<file path="src/sbp_pkg.sv">
package sbp_pkg;

    // DMA clock is the core clock divided by this; i_clock is that DMA clock
    localparam int DMA_CLK_DIV = 3;

    localparam int NUM_READERS = 3;
    localparam int RD_PREVIEW = 0;
    localparam int RD_RESIZER = 1;
    localparam int RD_HIST = 2;

    localparam int INTERVAL_W = 10;
    localparam int CNT_W = 15;
    localparam int RESZ_SCALE_SHIFT = 5;
    localparam int NO_SCALE_SHIFT = 0;
    localparam logic [CNT_W-1:0] CNT_ZERO = 15'h0000;
    localparam logic [CNT_W-1:0] CNT_ONE = 15'h0001;

    localparam int ADDR_W = 8;
    localparam int DATA_W = 32;
    localparam logic [ADDR_W-1:0] OFS_CTRL_WORD = 8'h00;
    localparam logic [ADDR_W-1:0] OFS_SPACING = 8'h04;
    localparam logic [ADDR_W-1:0] OFS_MASK = 8'h08;
    localparam logic [ADDR_W-1:0] OFS_CONFIG = 8'h0C;
    localparam logic [ADDR_W-1:0] OFS_FRAME = 8'h10;
    localparam logic [ADDR_W-1:0] OFS_STATE = 8'h14;
    localparam logic [ADDR_W-1:0] OFS_REQCNT_PREV = 8'h18;
    localparam logic [ADDR_W-1:0] OFS_REQCNT_RESZ = 8'h1C;
    localparam logic [ADDR_W-1:0] OFS_REQCNT_HIST = 8'h20;
    localparam logic [DATA_W-1:0] RDATA_ZERO = 32'h0000_0000;

    // Subsystem control word: sticky events in the low bits, priority above
    localparam int NUM_OVF = 8;
    localparam int EVT_W = 11;
    localparam int EVT_FP_ERR = 8;
    localparam int EVT_DARK_ERR = 9;
    localparam int EVT_FRAME = 10;
    localparam logic [EVT_W-1:0] EVT_RESET = 11'h000;
    localparam int PRI_LSB = 16;
    localparam int PRI_W = 2;
    localparam logic [PRI_W-1:0] PRI_HIGHEST = 2'h0;

    localparam int SP_PREV_LSB = 0;
    localparam int SP_RESZ_LSB = 10;
    localparam int SP_HIST_LSB = 20;
    localparam int SP_W = 30;
    localparam logic [SP_W-1:0] SP_RESET = 30'h0000_0000;

    localparam int CFG_ENABLE = 0;
    localparam int CFG_MASTER = 1;
    localparam int CFG_LATCH = 2;
    localparam int CFG_MEM_YCC = 3;
    localparam int CFG_FPC_EN = 4;
    localparam int CFG_DARK_EN = 5;
    localparam int CFG_HPOL = 6;
    localparam int CFG_VPOL = 7;
    localparam int CFG_W = 8;
    localparam logic [CFG_W-1:0] CFG_RESET = 8'h00;

    localparam int FR_W = 16;
    localparam int FR_PIX_LSB = 0;
    localparam int FR_LINE_LSB = 16;
    localparam logic [DATA_W-1:0] FRAME_RESET = 32'h01E0_0280;
    localparam logic [FR_W-1:0] FR_ZERO = 16'h0000;
    localparam logic [FR_W-1:0] FR_ONE = 16'h0001;

    localparam int REQCNT_W = 16;
    localparam logic [REQCNT_W-1:0] REQCNT_ZERO = 16'h0000;
    localparam logic [REQCNT_W-1:0] REQCNT_ONE = 16'h0001;

    typedef enum logic [2:0] {
        SG_IDLE = 3'b001,
        SG_MASTER = 3'b010,
        SG_SLAVE = 3'b100
    } sbp_sync_state_t;

endpackage

</file>
<file path="src/sbp_read_pacer.sv">
// Local design decisions: strobed register access and the address map.
`timescale 1ns/10ps
module sbp_read_pacer
    import sbp_pkg::*;
(
    input wire logic i_clock,                                // DMA clock, 10 MHz
    input wire logic i_rst,                                  // Subsystem reset, async high
    input wire logic [sbp_pkg::ADDR_W-1:0] i_addr,           // Register byte address
    input wire logic [sbp_pkg::DATA_W-1:0] i_wdata,          // Register write data
    input wire logic i_wr,                                   // Write strobe
    input wire logic i_rd,                                   // Read strobe
    output logic [sbp_pkg::DATA_W-1:0] o_rdata,              // Read data, cycle after strobe
    input wire logic [sbp_pkg::NUM_READERS-1:0] i_from_mem,  // Reader input comes from memory
    input wire logic [sbp_pkg::NUM_READERS-1:0] i_buf_space, // Reader buffer has room
    input wire logic [sbp_pkg::NUM_READERS-1:0] i_req_ready, // Memory side takes request
    output logic [sbp_pkg::NUM_READERS-1:0] o_req_valid,     // Read request per reader
    input wire logic [sbp_pkg::NUM_OVF-1:0] i_wbuf_overflow, // Write buffer overflow pulses
    input wire logic i_fp_read_fail,                         // Fault pixel table read failed
    input wire logic i_dark_read_fail,                       // Dark frame/shading read failed
    input wire logic i_vsync_in,                             // Vertical sync pin input
    output logic o_hsync,                                    // Horizontal sync pin output
    output logic o_hsync_oe,                                 // Horizontal sync drive enable
    output logic o_vsync,                                    // Vertical sync pin output
    output logic o_vsync_oe,                                 // Vertical sync drive enable
    output logic o_sensor_enable,                            // Sensor controller enabled
    output logic o_sensor_ycc,                               // Sensor input is luma/chroma
    output logic [sbp_pkg::PRI_W-1:0] o_dma_priority,        // DMA master priority
    output logic o_irq                                       // Level interrupt
);
    import sbp_pkg::*;

    typedef struct packed {
        logic [EVT_W-1:0] evt;
        logic [PRI_W-1:0] pri;
        logic [SP_W-1:0] spacing;
        logic [EVT_W-1:0] mask;
        logic [CFG_W-1:0] cfg;
        logic [DATA_W-1:0] frame;
        logic [REQCNT_W-1:0] cnt_prev;
        logic [REQCNT_W-1:0] cnt_resz;
        logic [REQCNT_W-1:0] cnt_hist;
        logic [DATA_W-1:0] rdata;
    } sbp_regs_t;

    sbp_regs_t r_q;
    sbp_regs_t r_d;

    logic [NUM_READERS-1:0] rd_active;
    logic [NUM_READERS-1:0] rd_busy;
    logic [NUM_READERS-1:0] issued;
    logic [EVT_W-1:0] evt_set;
    logic frame_start;
    sbp_sync_state_t sync_state;
    logic mem_ycc;

    assign mem_ycc = r_q.cfg[CFG_MEM_YCC];

    // Memory-fed readers only run on the format they can take
    assign rd_active[RD_PREVIEW] = i_from_mem[RD_PREVIEW] && !mem_ycc;
    assign rd_active[RD_HIST] = i_from_mem[RD_HIST] && !mem_ycc;
    assign rd_active[RD_RESIZER] = i_from_mem[RD_RESIZER] && mem_ycc;

    // One request per reader per DMA cycle at most; each reader's programmed spacing sets its steady fetch rate
    sbp_req_pacer #(
        .SCALE_SHIFT(NO_SCALE_SHIFT)
    ) u_pace_prev (
        .i_clock(i_clock),
        .i_rst(i_rst),
        .i_interval(r_q.spacing[SP_PREV_LSB +: INTERVAL_W]),
        .i_active(rd_active[RD_PREVIEW]),
        .i_buf_space(i_buf_space[RD_PREVIEW]),
        .i_req_ready(i_req_ready[RD_PREVIEW]),
        .o_req_valid(o_req_valid[RD_PREVIEW]),
        .o_busy(rd_busy[RD_PREVIEW])
    );

    sbp_req_pacer #(
        .SCALE_SHIFT(RESZ_SCALE_SHIFT)
    ) u_pace_resz (
        .i_clock(i_clock),
        .i_rst(i_rst),
        .i_interval(r_q.spacing[SP_RESZ_LSB +: INTERVAL_W]),
        .i_active(rd_active[RD_RESIZER]),
        .i_buf_space(i_buf_space[RD_RESIZER]),
        .i_req_ready(i_req_ready[RD_RESIZER]),
        .o_req_valid(o_req_valid[RD_RESIZER]),
        .o_busy(rd_busy[RD_RESIZER])
    );

    sbp_req_pacer #(
        .SCALE_SHIFT(NO_SCALE_SHIFT)
    ) u_pace_hist (
        .i_clock(i_clock),
        .i_rst(i_rst),
        .i_interval(r_q.spacing[SP_HIST_LSB +: INTERVAL_W]),
        .i_active(rd_active[RD_HIST]),
        .i_buf_space(i_buf_space[RD_HIST]),
        .i_req_ready(i_req_ready[RD_HIST]),
        .o_req_valid(o_req_valid[RD_HIST]),
        .o_busy(rd_busy[RD_HIST])
    );

    assign issued = o_req_valid & i_req_ready;

    // Pixel clock comes from the imager; sync timing here runs on the DMA clock
    sbp_sync_gen u_sync (
        .i_clock(i_clock),
        .i_rst(i_rst),
        .i_enable(r_q.cfg[CFG_ENABLE]),
        .i_master(r_q.cfg[CFG_MASTER]),
        .i_hpol(r_q.cfg[CFG_HPOL]),
        .i_vpol(r_q.cfg[CFG_VPOL]),
        .i_pix_per_line(r_q.frame[FR_PIX_LSB +: FR_W]),
        .i_lines(r_q.frame[FR_LINE_LSB +: FR_W]),
        .i_vsync_in(i_vsync_in),
        .o_hsync(o_hsync),
        .o_hsync_oe(o_hsync_oe),
        .o_vsync(o_vsync),
        .o_vsync_oe(o_vsync_oe),
        .o_frame_start(frame_start),
        .o_state(sync_state)
    );

    always_comb begin
        evt_set = EVT_RESET;
        evt_set[NUM_OVF-1:0] = i_wbuf_overflow;
        evt_set[EVT_FP_ERR] = i_fp_read_fail && r_q.cfg[CFG_FPC_EN];
        evt_set[EVT_DARK_ERR] = i_dark_read_fail && r_q.cfg[CFG_DARK_EN];
        evt_set[EVT_FRAME] = frame_start;
    end

    always_comb begin
        r_d = r_q;
        r_d.rdata = RDATA_ZERO;
        if (i_wr) begin
            case (i_addr)
                OFS_CTRL_WORD: begin
                    r_d.evt = r_q.evt & ~i_wdata[EVT_W-1:0];
                    r_d.pri = i_wdata[PRI_LSB +: PRI_W];
                end
                OFS_SPACING: begin
                    r_d.spacing = i_wdata[SP_W-1:0];
                end
                OFS_MASK: begin
                    r_d.mask = i_wdata[EVT_W-1:0];
                end
                OFS_CONFIG: begin
                    r_d.cfg = i_wdata[CFG_W-1:0];
                end
                OFS_FRAME: begin
                    r_d.frame = i_wdata;
                end
                default: begin
                    r_d.mask = r_q.mask;
                end
            endcase
        end
        // Hardware set beats a same-cycle software clear
        r_d.evt = r_d.evt | evt_set;
        if (issued[RD_PREVIEW]) begin
            r_d.cnt_prev = r_q.cnt_prev + REQCNT_ONE;
        end
        if (issued[RD_RESIZER]) begin
            r_d.cnt_resz = r_q.cnt_resz + REQCNT_ONE;
        end
        if (issued[RD_HIST]) begin
            r_d.cnt_hist = r_q.cnt_hist + REQCNT_ONE;
        end
        if (i_rd) begin
            case (i_addr)
                OFS_CTRL_WORD: begin
                    r_d.rdata[EVT_W-1:0] = r_q.evt;
                    r_d.rdata[PRI_LSB +: PRI_W] = r_q.pri;
                end
                OFS_SPACING: begin
                    r_d.rdata[SP_W-1:0] = r_q.spacing;
                end
                OFS_MASK: begin
                    r_d.rdata[EVT_W-1:0] = r_q.mask;
                end
                OFS_CONFIG: begin
                    r_d.rdata[CFG_W-1:0] = r_q.cfg;
                end
                OFS_FRAME: begin
                    r_d.rdata = r_q.frame;
                end
                OFS_STATE: begin
                    r_d.rdata[2:0] = sync_state;
                    r_d.rdata[6:4] = o_req_valid;
                    r_d.rdata[10:8] = rd_busy;
                    r_d.rdata[14:12] = rd_active;
                end
                OFS_REQCNT_PREV: begin
                    r_d.rdata[REQCNT_W-1:0] = r_q.cnt_prev;
                end
                OFS_REQCNT_RESZ: begin
                    r_d.rdata[REQCNT_W-1:0] = r_q.cnt_resz;
                end
                OFS_REQCNT_HIST: begin
                    r_d.rdata[REQCNT_W-1:0] = r_q.cnt_hist;
                end
                default: begin
                    r_d.rdata = RDATA_ZERO;
                end
            endcase
        end
    end

    // Subsystem reset from the power controller restores every register
    always_ff @(posedge i_clock or posedge i_rst) begin
        if (i_rst) begin
            r_q <= '{evt: EVT_RESET, pri: PRI_HIGHEST, spacing: SP_RESET, mask: EVT_RESET,
                     cfg: CFG_RESET, frame: FRAME_RESET, cnt_prev: REQCNT_ZERO,
                     cnt_resz: REQCNT_ZERO, cnt_hist: REQCNT_ZERO, rdata: RDATA_ZERO};
        end else begin
            r_q <= r_d;
        end
    end

    assign o_rdata = r_q.rdata;
    assign o_irq = |(r_q.evt & r_q.mask);
    assign o_sensor_enable = r_q.cfg[CFG_ENABLE];
    assign o_sensor_ycc = mem_ycc;
    assign o_dma_priority = r_q.pri;
endmodule

</file>
<file path="src/sbp_req_pacer.sv">
`timescale 1ns/10ps
module sbp_req_pacer
    import sbp_pkg::*;
#(
    parameter int SCALE_SHIFT = 0
) (
    input wire logic i_clock,                          // DMA clock
    input wire logic i_rst,                            // Async reset, high
    input wire logic [sbp_pkg::INTERVAL_W-1:0] i_interval, // Programmed spacing
    input wire logic i_active,                         // Reader takes input from memory
    input wire logic i_buf_space,                      // Reader buffer has room
    input wire logic i_req_ready,                      // Memory side takes request
    output logic o_req_valid,                          // Request offered
    output logic o_busy                                // Spacing still running
);
    import sbp_pkg::*;

    typedef struct packed {
        logic [CNT_W-1:0] cnt;
    } sbp_pacer_t;

    sbp_pacer_t s_q;
    sbp_pacer_t s_d;
    logic [CNT_W-1:0] span;
    logic issue;

    assign span = CNT_W'(i_interval) << SCALE_SHIFT;
    assign o_req_valid = i_active && i_buf_space && (s_q.cnt == CNT_ZERO);
    assign issue = o_req_valid && i_req_ready;
    assign o_busy = (s_q.cnt != CNT_ZERO);

    always_comb begin
        s_d = s_q;
        if (issue) begin
            // Next request may go span cycles after this one, or the next cycle when span is zero
            s_d.cnt = (span == CNT_ZERO) ? CNT_ZERO : span - CNT_ONE;
        end else if (s_q.cnt != CNT_ZERO) begin
            s_d.cnt = s_q.cnt - CNT_ONE;
        end
    end

    always_ff @(posedge i_clock or posedge i_rst) begin
        if (i_rst) begin
            s_q <= '{cnt: CNT_ZERO};
        end else begin
            s_q <= s_d;
        end
    end
endmodule

</file>
<file path="src/sbp_sync_gen.sv">
`timescale 1ns/10ps
module sbp_sync_gen
    import sbp_pkg::*;
(
    input wire logic i_clock,                     // DMA clock
    input wire logic i_rst,                       // Async reset, high
    input wire logic i_enable,                    // Sensor controller enable
    input wire logic i_master,                    // 1 drive syncs, 0 follow them
    input wire logic i_hpol,                      // Horizontal sync active level
    input wire logic i_vpol,                      // Vertical sync active level
    input wire logic [sbp_pkg::FR_W-1:0] i_pix_per_line, // Frame definition width
    input wire logic [sbp_pkg::FR_W-1:0] i_lines,        // Frame definition height
    input wire logic i_vsync_in,                  // Vertical sync pin input
    output logic o_hsync,                         // Horizontal sync pin output
    output logic o_hsync_oe,                      // Horizontal sync drive enable
    output logic o_vsync,                         // Vertical sync pin output
    output logic o_vsync_oe,                      // Vertical sync drive enable
    output logic o_frame_start,                   // One-cycle frame start
    output sbp_pkg::sbp_sync_state_t o_state      // Current mode
);
    import sbp_pkg::*;

    typedef struct packed {
        sbp_sync_state_t state;
        logic [FR_W-1:0] pix;
        logic [FR_W-1:0] line;
        logic vin;
        logic fs;
    } sbp_sync_t;

    sbp_sync_t s_q;
    sbp_sync_t s_d;
    logic line_end;
    logic frame_end;
    logic vin_act;

    assign line_end = (s_q.pix + FR_ONE >= i_pix_per_line);
    assign frame_end = line_end && (s_q.line + FR_ONE >= i_lines);
    assign vin_act = (i_vsync_in == i_vpol);

    always_comb begin
        s_d = s_q;
        s_d.fs = 1'b0;
        s_d.vin = vin_act;
        case (s_q.state)
            SG_IDLE: begin
                s_d.pix = FR_ZERO;
                s_d.line = FR_ZERO;
                if (i_enable && i_master) begin
                    s_d.state = SG_MASTER;
                    s_d.fs = 1'b1;
                end else if (i_enable) begin
                    s_d.state = SG_SLAVE;
                end
            end
            SG_MASTER: begin
                s_d.pix = line_end ? FR_ZERO : s_q.pix + FR_ONE;
                if (frame_end) begin
                    s_d.line = FR_ZERO;
                    // A cleared enable lets the current frame finish first
                    if (!i_enable || !i_master) begin
                        s_d.state = SG_IDLE;
                    end else begin
                        s_d.fs = 1'b1;
                    end
                end else if (line_end) begin
                    s_d.line = s_q.line + FR_ONE;
                end
            end
            SG_SLAVE: begin
                s_d.fs = vin_act && !s_q.vin;
                if (!i_enable || i_master) begin
                    s_d.state = SG_IDLE;
                end
            end
            default: begin
                s_d.state = SG_IDLE;
            end
        endcase
    end

    always_ff @(posedge i_clock or posedge i_rst) begin
        if (i_rst) begin
            s_q <= '{state: SG_IDLE, pix: FR_ZERO, line: FR_ZERO, vin: 1'b0, fs: 1'b0};
        end else begin
            s_q <= s_d;
        end
    end

    assign o_hsync_oe = (s_q.state == SG_MASTER);
    assign o_vsync_oe = (s_q.state == SG_MASTER);
    assign o_hsync = ((s_q.pix == FR_ZERO) && o_hsync_oe) ? i_hpol : !i_hpol;
    assign o_vsync = ((s_q.line == FR_ZERO) && o_vsync_oe) ? i_vpol : !i_vpol;
    assign o_frame_start = s_q.fs;
    assign o_state = s_q.state;
endmodule
</file>
<file path="config.mk">
export PLATFORM = sky130hd
export DESIGN_NAME = sbp_read_pacer
export DESIGN_NICKNAME = d
export VERILOG_FILES = /design/src/sbp_pkg.sv /design/src/sbp_read_pacer.sv /design/src/sbp_req_pacer.sv /design/src/sbp_sync_gen.sv
export SDC_FILE = /design/constraint.sdc
export NUM_CORES = 1
export LEC_CHECK = 0
export BUFFER_PORTS_ARGS = -buffer_cell sky130_fd_sc_hd__clkbuf_2
export CORE_MARGIN = 5
export CORE_UTILIZATION = 65
export DETAILED_ROUTE_END_ITERATION = 8
export PLACE_DENSITY = 0.85
export RECOVER_POWER = 25
export SKIP_LAST_GASP = 1
export SLEW_MARGIN = 5
export SYNTH_ARGS = -nofsm -noshare
export SYNTH_HDL_FRONTEND = slang
export SYNTH_SLANG_ARGS = --single-unit
</file>
<file path="constraint.sdc">
create_clock -name i_clock -period 20.3 [get_ports i_clock]
set_input_delay 4.06 -clock i_clock [delete_from_list [all_inputs] [get_ports i_clock]]
set_output_delay 4.06 -clock i_clock [all_outputs]
set_load 0.01 [all_outputs]
</file>
; ---- Yosys cells after proc, flatten, opt, wreduce, memory -nomap -nowiden
; Cells that the tools add are included.
[totals]
reg_bits = 256
latch_bits = 0
ram_bits = 0
mem_bits_ro = 0
word_cells = 147
memories = 0
[op_classes]
n_addsub = 11
mul = 0
n_div = 0
magnitude_cmp = 2
eq_ne = 17
n_shift = 0
n_mux = 43
n_bitwise = 5
reduce_logical = 51
[ops]
columns = cell, count
row1 = 15-bit two-way mux, 9
row2 = 94-bit two-way mux, 1
row3 = 15-bit logical NOT, 6
row4 = 16-bit by 1-bit adder with 16-bit output (second input constant), 5
row5 = 32-bit two-way mux, 2
row6 = 32-bit case mux with 2 select lines, 1
row7 = 15-bit by 1-bit subtractor with 15-bit output (second input constant), 4
row8 = 3-bit case mux with 9 select lines, 2
row9 = 16-bit two-way mux, 3
row10 = 15-bit nonzero test, 3
row11 = 8-bit by 5-bit == test with 1-bit output (second input constant), 4
row12 = 16-bit greater-or-equal comparator, 2
row13 = 16-bit logical NOT, 2
row14 = 30-bit two-way mux, 1
row15 = 12-bit case mux with 2 select lines, 1
row16 = 3-bit case mux with 8 select lines, 1
row17 = 11-bit bitwise AND, 2
row18 = 10-bit by 1-bit subtractor with 11-bit output (second input constant), 2
row19 = 1-bit logical AND, 19
row20 = 3-bit case mux with 6 select lines, 1
row21 = 8-bit by 4-bit == test with 1-bit output (second input constant), 2
row22 = 1-bit case mux with 8 select lines, 2
row23 = 3-bit two-way mux, 5
row24 = 13-bit two-way mux, 1
row25 = other kinds (28), 48

; ---- Logic depth before layout (Yosys ltp)
; Gate-level depths: netlist of run 1.
[logic_depth]
depth_word = 6
depth_mapped = 15
mapped_depth_nobuf = 12

; ---- Hierarchy
; From an unflattened synthesis of run 1, not the netlist that was laid out.
[unflattened]
hier_cells = 1389
hier_area_um2 = 14535.2
[modules_own_cells]
columns = module, n_inst, cells_per_inst, area_each_um2, seq_area_each_um2
row1 = sbp_read_pacer, 1, 687, 8325.5, 4361.7
row2 = sbp_sync_gen, 1, 350, 3055.4, 927.1
row3 = sbp_req_pacer at u_pace_hist ..., 2, 115, 1048.5, 375.4
row4 = sbp_req_pacer at u_pace_resz, 1, 122, 1057.3, 375.4

; ---- Worst setup path after synthesis of run 1
; Ideal clock, no wire load.
[synth_path]
kind = in2out
startpoint = input i_from_mem[2] (netlist bit)
endpoint = output o_req_valid[2] (netlist bit)
arrival_ns = 4.820
required_ns = 16.240
path_slack_ns = 11.420
stages = 4
path_buffers = 1
path_cell_list = nor2b_1 -> nand2_1 -> nor3_1 -> buf_4
[synth_between]
elab_chain_cells = 3
[synth_rtl]
columns = element, line
row1 = from (decl), sbp_read_pacer.sv:13  ; input wire logic [sbp_pkg::NUM_READERS-1:0] i_from_mem,
row2 = 1-bit logical AND, sbp_read_pacer.sv:60  ; assign rd_active[RD_HIST] = i_from_mem[RD_HIST] && !mem_ycc;
row3 = 1-bit logical AND (2 in series), sbp_req_pacer.sv:28  ; assign o_req_valid = i_active && i_buf_space && (s_q.cnt == CNT_ZERO);
row4 = to (decl), sbp_read_pacer.sv:16  ; output logic [sbp_pkg::NUM_READERS-1:0] o_req_valid,
; Every way passes these cells.

; ---- Final worst setup path of run 1
; Ends and elaborated chain as after synthesis.

==> out/metrics.cfg, run 1 <==
[global_route]
grt_use_total=0.3047
grt_max_degree=101
antenna_found_initial=2
grt_pass1_vias=10870
grt-ovfl-total=0
grt_pass1_wl_um=58950

[sta]
fin_hold_ws_ns=0.4368
fin_worst_skew_ns=0.02054
fin_crit_sh=0.4555
max_slew_margin=-1.877
finalHoldViolCount=0
slew_violations=101
fmax_ghz=0.1082
worst_slew_pin_slew_ns=4.292
finalWorstSetupSlack_ns=11.05
fin_crit_ns=9.246
tns_ns=0
setup_viol=0
grt_setup_unrepaired=no

[cts]
cts_resized=0
cts_buffers=27
cts.sinks=256
htreeDepth=1
clock_path_buffers=3
cts.hold.buffers_added=0
clk_pin_slew_ns=0.06
cts_setup_buffers=0
cts_tree=built
root_buffer=clkbuf_16
clock_latency_ns=0.55

[synth]
async_flop_share=1.000
synth_seq_cells=256
mappedNetlistArea_um2=13720
synth_edf_count=0
ys_types=72
avgSynthCellArea_um2=10.36
syn_nets=1434
synthCells=1325
ys_seq_area_frac=0.4675
ys_warn_count=0
synth_ff_type=dfrtp_1

[detailed_routing]
num_vias=10910
avgRoutedWirePerCell_um=21.56
wl_um=36290
drc=0
drt_iter0_markers=1341
ant_nets=0
dr.pass1.iters=8
viasPerCell=6.480

[setup_path]
worstPathMaxFanout=5
arrival_ns=5.19
critPathKind=input pin to output port
r2r_slack_ns=15.29
regToRegEndpoint=u_sync.s_q[14]
crit_path_start=i_from_mem[2]
endpoint_kind=output port
crit-reg2reg-launch=u_sync.s_q[20]
cp.required_ns=16.24
reg2reg_depth=11
endpoint=o_req_valid[2]
crit_path_start_kind=input pin

[power]
internal_power_mw=0.8658
max-vdd-ir-drop_mv=0.06922
p_per_area_nw_per_um2=77.61
pwr-share-clk=0.413
switching_power_mw=0.3034
pwr-share-comb=0.100
p_leak_nw=6.952
p_total_mw=1.169
switching_share=0.2595
seqPwrFrac=0.487

[die]
die-area_um2=24120
ios=108
floorplan.initialDensity=0.6569
die_h_um=155.3
core_region_area_um2=20890
die_w_um=155.3
rows=53

[finish]
drive_above_1_share=0.1600
layout_commonest_cell=dfrtp_1
final_cell_mix=dfrtp_1, nand2_1, clkbuf_2, nor2_1, xnor2_1
final_area_um2=15070
syn_to_final_growth_pct=9.793
stdcell_count=1683
nets=1495
register_area_um2=6415
fillCellCount=1440
utilization=0.7212
multi_input_comb_area_um2=6605

[hold_path]
worstHoldPathType=flop to flop

[placement]
placed_area_um2=14220
port_buffers=107
dp.cells=1632
place_hpwl_um=26020
gp_congestion=0.9816
dpl_worst_slack_ns=11.12

[outcome]
run_status=finished with violations
violations=max-capacitance violations, max-slew violations

[flow_run]
max_cap_viol_count=1

-- worst max-delay path: stages --
cell and delay, ns:
clkbuf_2 0.08, nor2b_1 0.18, nand2_1 0.15, nor3_1 0.48, clkbuf_2 0.24
-- power by group through the flow --
stage | Clock, mW | Combinational [mW] | Sequential (mW)
after detailed placement | 0 | 0.116 | 0.578
final | 0.482 | 0.117 | 0.570
after global placement | 0 | 0.112 | 0.575
after global routing | 0.509 | 0.131 | 0.574
after CTS | 0.486 | 0.118 | 0.569
after floorplan | 0 | 0.0843 | 0.567
-- per-layer routing --
metal | up-vias | global-route usage | wire [µm]
met3 | 114 | 0.07483 | 3566
met2 | 542 | 0.4782 | 16900
met5 | - | 0 | 0
met4 | 0 | 0.1105 | 1403
met1 | 5362 | 0.4165 | 14430
li1 | 4887 | - | -
-- registers in the layout, indices dropped and copies added, names as in the netlist --
register and count:
r_q 138, u_sync.s_q 33, o_rdata 32, u_pace_hist.s_q 15
u_pace_prev.s_q 15, u_pace_resz.s_q 15, u_sync.o_state 3, o_dma_priority 2
o_sensor_enable 1, o_sensor_ycc 1, u_sync.o_frame_start 1
-- layout make-up --
cell class / count / share of cell area
Multi-Input combinational cell: 924 / 0.4384
Sequential cell: 256 / 0.4258
Clock buffer: 40 / 0.05207
Timing Repair Buffer: 118 / 0.04069
Tap cell: 275 / 0.02284
Inverter: 59 / 0.01478
Clock inverter: 9 / 0.005066
Antenna cell: 2 / 0.0003322
-- synth_stat cells, drive strengths merged, types with 12 or more instances --
| cell | number | share of area |
|---|---|---|
| dfrtp | 249 | 0.45 |
| nand2 | 108 | 0.030 |
| mux2 | 90 | 0.074 |
| nor2 | 89 | 0.024 |
| xnor2 | 76 | 0.049 |
| inv | 58 | 0.016 |
| buf | 51 | 0.026 |
| xor2 | 46 | 0.029 |
| ha | 45 | 0.041 |
| o21ai | 41 | 0.015 |
| a21oi | 36 | 0.013 |
| nor3 | 36 | 0.013 |
| clkbuf | 35 | 0.0096 |
| a22oi | 31 | 0.017 |
| nand3 | 31 | 0.011 |
| nand4 | 26 | 0.012 |
| a22o | 24 | 0.015 |
| nor4 | 23 | 0.013 |
| and3 | 22 | 0.010 |
| a31oi | 17 | 0.0078 |
| nor2b | 15 | 0.0068 |
| a21o | 12 | 0.0066 |
-- logic make-up (layout without fill, tap and decap cells) --
family / after synthesis / in the layout / share of synthesized area
flops: 256 / 256 / 0.4675
mux: 95 / 95 / 0.07751
compound gates: 244 / 244 / 0.1257
fa+ha+maj: 45 / 45 / 0.04103
buf+inv: 145 / 226 / 0.05170
other cells: 0 / 2 / 0
simple gates: 418 / 418 / 0.1587
xor+xnor: 122 / 122 / 0.07787
-- how the worst min path moves through the flow --
stage	slack [ns]	start	endpoint	depth (start not counted)
global route	0.47	u_sync.o_frame_start	r_q[173]	1
global placement	0.41	u_sync.o_frame_start	r_q[173]	1
detailed placement	0.43	u_sync.o_frame_start	r_q[173]	1
CTS	0.44	u_sync.o_frame_start	r_q[173]	1
floorplan	0.40	u_sync.o_frame_start	r_q[173]	1
finish	0.44	u_sync.o_frame_start	r_q[173]	1
No activity file was read; power rests on OpenSTA's default activity.
==> run 2: changes to the inputs <==
--- a/config.mk
+++ b/config.mk
@@ -7,9 +7,9 @@
 export LEC_CHECK = 0
 export BUFFER_PORTS_ARGS = -buffer_cell sky130_fd_sc_hd__clkbuf_2
 export CORE_MARGIN = 5
-export CORE_UTILIZATION = 65
+export CORE_UTILIZATION = 61
 export DETAILED_ROUTE_END_ITERATION = 8
-export PLACE_DENSITY = 0.85
+export PLACE_DENSITY = 0.81
 export RECOVER_POWER = 25
 export SKIP_LAST_GASP = 1
 export SLEW_MARGIN = 5
==> constraint.sdc (replaced) <==
create_clock -name i_clock -period 9 [get_ports i_clock]
set_input_delay 1.8 -clock i_clock [delete_from_list [all_inputs] [get_ports i_clock]]
set_output_delay 1.8 -clock i_clock [all_outputs]
set_load 0.01 [all_outputs]
==> run 2 against run 1 <==
  * The flow still finishes with violations (max-capacitance violations, max-slew violations)
  * Combinational power grew 130%
  * Clock power grew to 2.6 times the previous value
  * Cell count grew 0.42%
  * Clock skew shrank 0.0083 ns
  * Critical path depth shrank 2
  * Critical path type is now input pin to asynchronous set/reset pin
  * Largest power group unchanged
==> out/metrics.cfg, run 2 (same netlist as run 1, synthesis figures left out) <==
[outcome]
run_status=finished with violations  ; unchanged
violations=max-capacitance violations, max-slew violations  ; unchanged

[detailed_routing]
wl_um=35970  ; was 36290 µm
num_vias=10850  ; was 10910
viasPerCell=6.417  ; was 6.480
drt_iter0_markers=1031  ; was 1341
avgRoutedWirePerCell_um=21.28  ; was 21.56 µm
ant_nets=0  ; unchanged
dr.pass1.iters=5  ; was 8
drc=0  ; unchanged

[sta]
slew_violations=121  ; was 101
fmax_ghz=0.1841
finalHoldViolCount=0  ; unchanged
max_slew_margin=-2.479  ; was -1.877
tns_ns=0  ; unchanged
grt_setup_unrepaired=no  ; unchanged
worst_slew_pin_slew_ns=5.189  ; was 4.292 ns
fin_worst_skew_ns=0.01221  ; was 0.02054 ns
setup_viol=0  ; unchanged
fin_crit_sh=0.6034
fin_crit_ns=5.431

[global_route]
globalRouteMet2Util=0.4329  ; was 0.4782
antenna_found_initial=1  ; was 2
grt_pass1_vias=10570  ; was 10870
grt_max_degree=121  ; was 101
top_usage_layer=met2  ; unchanged
grt_use_total=0.2742  ; was 0.3047
grt_use_met3=0.04510  ; was 0.07483
met1_usage=0.3919  ; was 0.4165
grt_pass1_wl_um=57070  ; was 58950 µm
grt-ovfl-total=0  ; unchanged

[cts]
clock_path_buffers=3  ; unchanged
cts_resized=0  ; unchanged
cts_buffers=28  ; was 27
cts_tree=built  ; unchanged
clock_latency_ns=0.54  ; was 0.55 ns
cts.sinks=256  ; unchanged
htreeDepth=1  ; unchanged
clk_pin_slew_ns=0.06  ; about the same
root_buffer=clkbuf_16  ; unchanged
cts.hold.buffers_added=0  ; unchanged
cts_setup_buffers=0  ; unchanged

[setup_path]
endpoint_kind=asynchronous set/reset pin  ; was output port
regToRegEndpoint=u_sync.s_q[16]  ; was u_sync.s_q[14]
crit_path_start_kind=input pin  ; unchanged
crit-reg2reg-launch=u_sync.s_q[20]  ; unchanged
critPathKind=input pin to asynchronous set/reset pin  ; was input pin to output port
arrival_ns=5.96  ; was 5.19 ns
worstPathMaxFanout=120  ; was 5
r2r_slack_ns=4.73  ; was 15.29 ns
cp.required_ns=9.53  ; was 16.24 ns
crit_path_start=i_rst  ; was i_from_mem[2]
reg2reg_depth=11  ; unchanged

[die]
rows=54  ; was 53
die-area_um2=25600  ; was 24120 µm²
die_w_um=160.0  ; was 155.3 µm
core_region_area_um2=21960  ; was 20890 µm²
ios=108  ; unchanged
die_h_um=160.0  ; was 155.3 µm
floorplan.initialDensity=0.6249  ; was 0.6569

[power]
pwr-share-clk=0.446  ; was 0.413
internal_power_mw=2.100  ; was 0.8658 mW
p_total_mw=2.799  ; was 1.169 mW
pwr-share-comb=0.095  ; was 0.100
switching_share=0.2496  ; was 0.2595
switching_power_mw=0.6986  ; was 0.3034 mW
max-vdd-ir-drop_mv=0.2088  ; was 0.06922 mV
p_leak_nw=7.009  ; was 6.952 nW
seqPwrFrac=0.459  ; was 0.487
p_per_area_nw_per_um2=184.0  ; was 77.61 nW/µm²

[placement]
dp.cells=1637  ; was 1632
port_buffers=107  ; unchanged
gp_congestion=0.9703  ; was 0.9816
placed_area_um2=14220  ; about the same
place_hpwl_um=25910  ; was 26020 µm

[finish]
final_cell_mix=dfrtp_1, nand2_1, clkbuf_2, nor2_1, xnor2_1  ; unchanged
nets=1496  ; was 1495
final_area_um2=15210  ; was 15070 µm²
drive_above_1_share=0.1597  ; was 0.1600
largest_reg_flops=138  ; unchanged
largest_register=r_q  ; unchanged
layout_commonest_cell=dfrtp_1  ; unchanged
stdcell_count=1690  ; was 1683
syn_to_final_growth_pct=10.85  ; was 9.793%
fillCellCount=1583  ; was 1440

[hold_path]
holdPathEnd=r_q[173]  ; unchanged
worstHoldPathType=flop to flop  ; unchanged
worstHoldStart=u_sync.o_frame_start  ; unchanged
worstHoldPathCells=1  ; unchanged

[flow_run]
max_cap_viol_count=1  ; unchanged

-- run 2: cell count changes in the layout (fill, tap and decap cells not counted), sizes merged --
| cell | before | now |
|---|---|---|
| buf | 10 | 11 |
| bufinv | 1 | 5 |
| clkbuf | 148 | 147 |
| clkinv | 7 | 4 |
| clkinvlp | 2 | 4 |
| diode | 2 | 1 |
-- run 2: final cells by class --
type / count / area (µm²) / share of cell area
clock inverter: 12 / 198.9 / 0.01308
timing repair buffer: 118 / 613.1 / 0.04031
sequential: 256 / 6415 / 0.4217
antenna: 1 / 2.502 / 0.0001645
clock buffer: 40 / 817.0 / 0.05371
multi-input combinational: 924 / 6591 / 0.4333
tap: 280 / 350.3 / 0.02303
inverter: 59 / 222.7 / 0.01464
-- run 2: worst max path at each step --
stage | slack, ns | depth (start not counted) | end
final | 3.57 | 3 | u_sync.s_q[22]
after global routing | 2.68 | 3 | u_sync.s_q[22]
after CTS | 4.05 | 5 | o_req_valid[2]
after detailed placement | 3.96 | 7 | r_q[159]
after global placement | 4.09 | 7 | r_q[159]
after floorplan | 0.17 | 1 | o_dma_priority[0]
-- run 2: layer usage --
layer / part of all wire / wire length (µm)
met4: 0.037 / 1315
met3: 0.087 / 3119
met1: 0.41 / 14910
met5: 0 / 0
met2: 0.46 / 16620
-- run 2: power by group through the flow --
stage	sequential [mW]	combinational [mW]	clock, mW
after global routing	1.29	0.295	1.31
final	1.28	0.265	1.25
after CTS	1.28	0.266	1.26
after global placement	1.30	0.253	0
after floorplan	1.28	0.190	0
after detailed placement	1.30	0.262	0
-- run 2: per-stage QoR --
stage	utilization	hold WS (ns)	setup WS, ns
finish	0.6927	0.4410	3.569
global route	0.6927	0.4642	2.685
CTS	0.6940	0.4418	4.054
detailed placement	0.6477	0.4299	3.956
global placement	0.6477	0.4109	4.089
floorplan	-	0.4044	0.1698
-- run 2: worst max-delay path: stages --
cell and delay (ns):
clkbuf_2 0.09, clkinvlp_2 2.88, buf_4 1.09
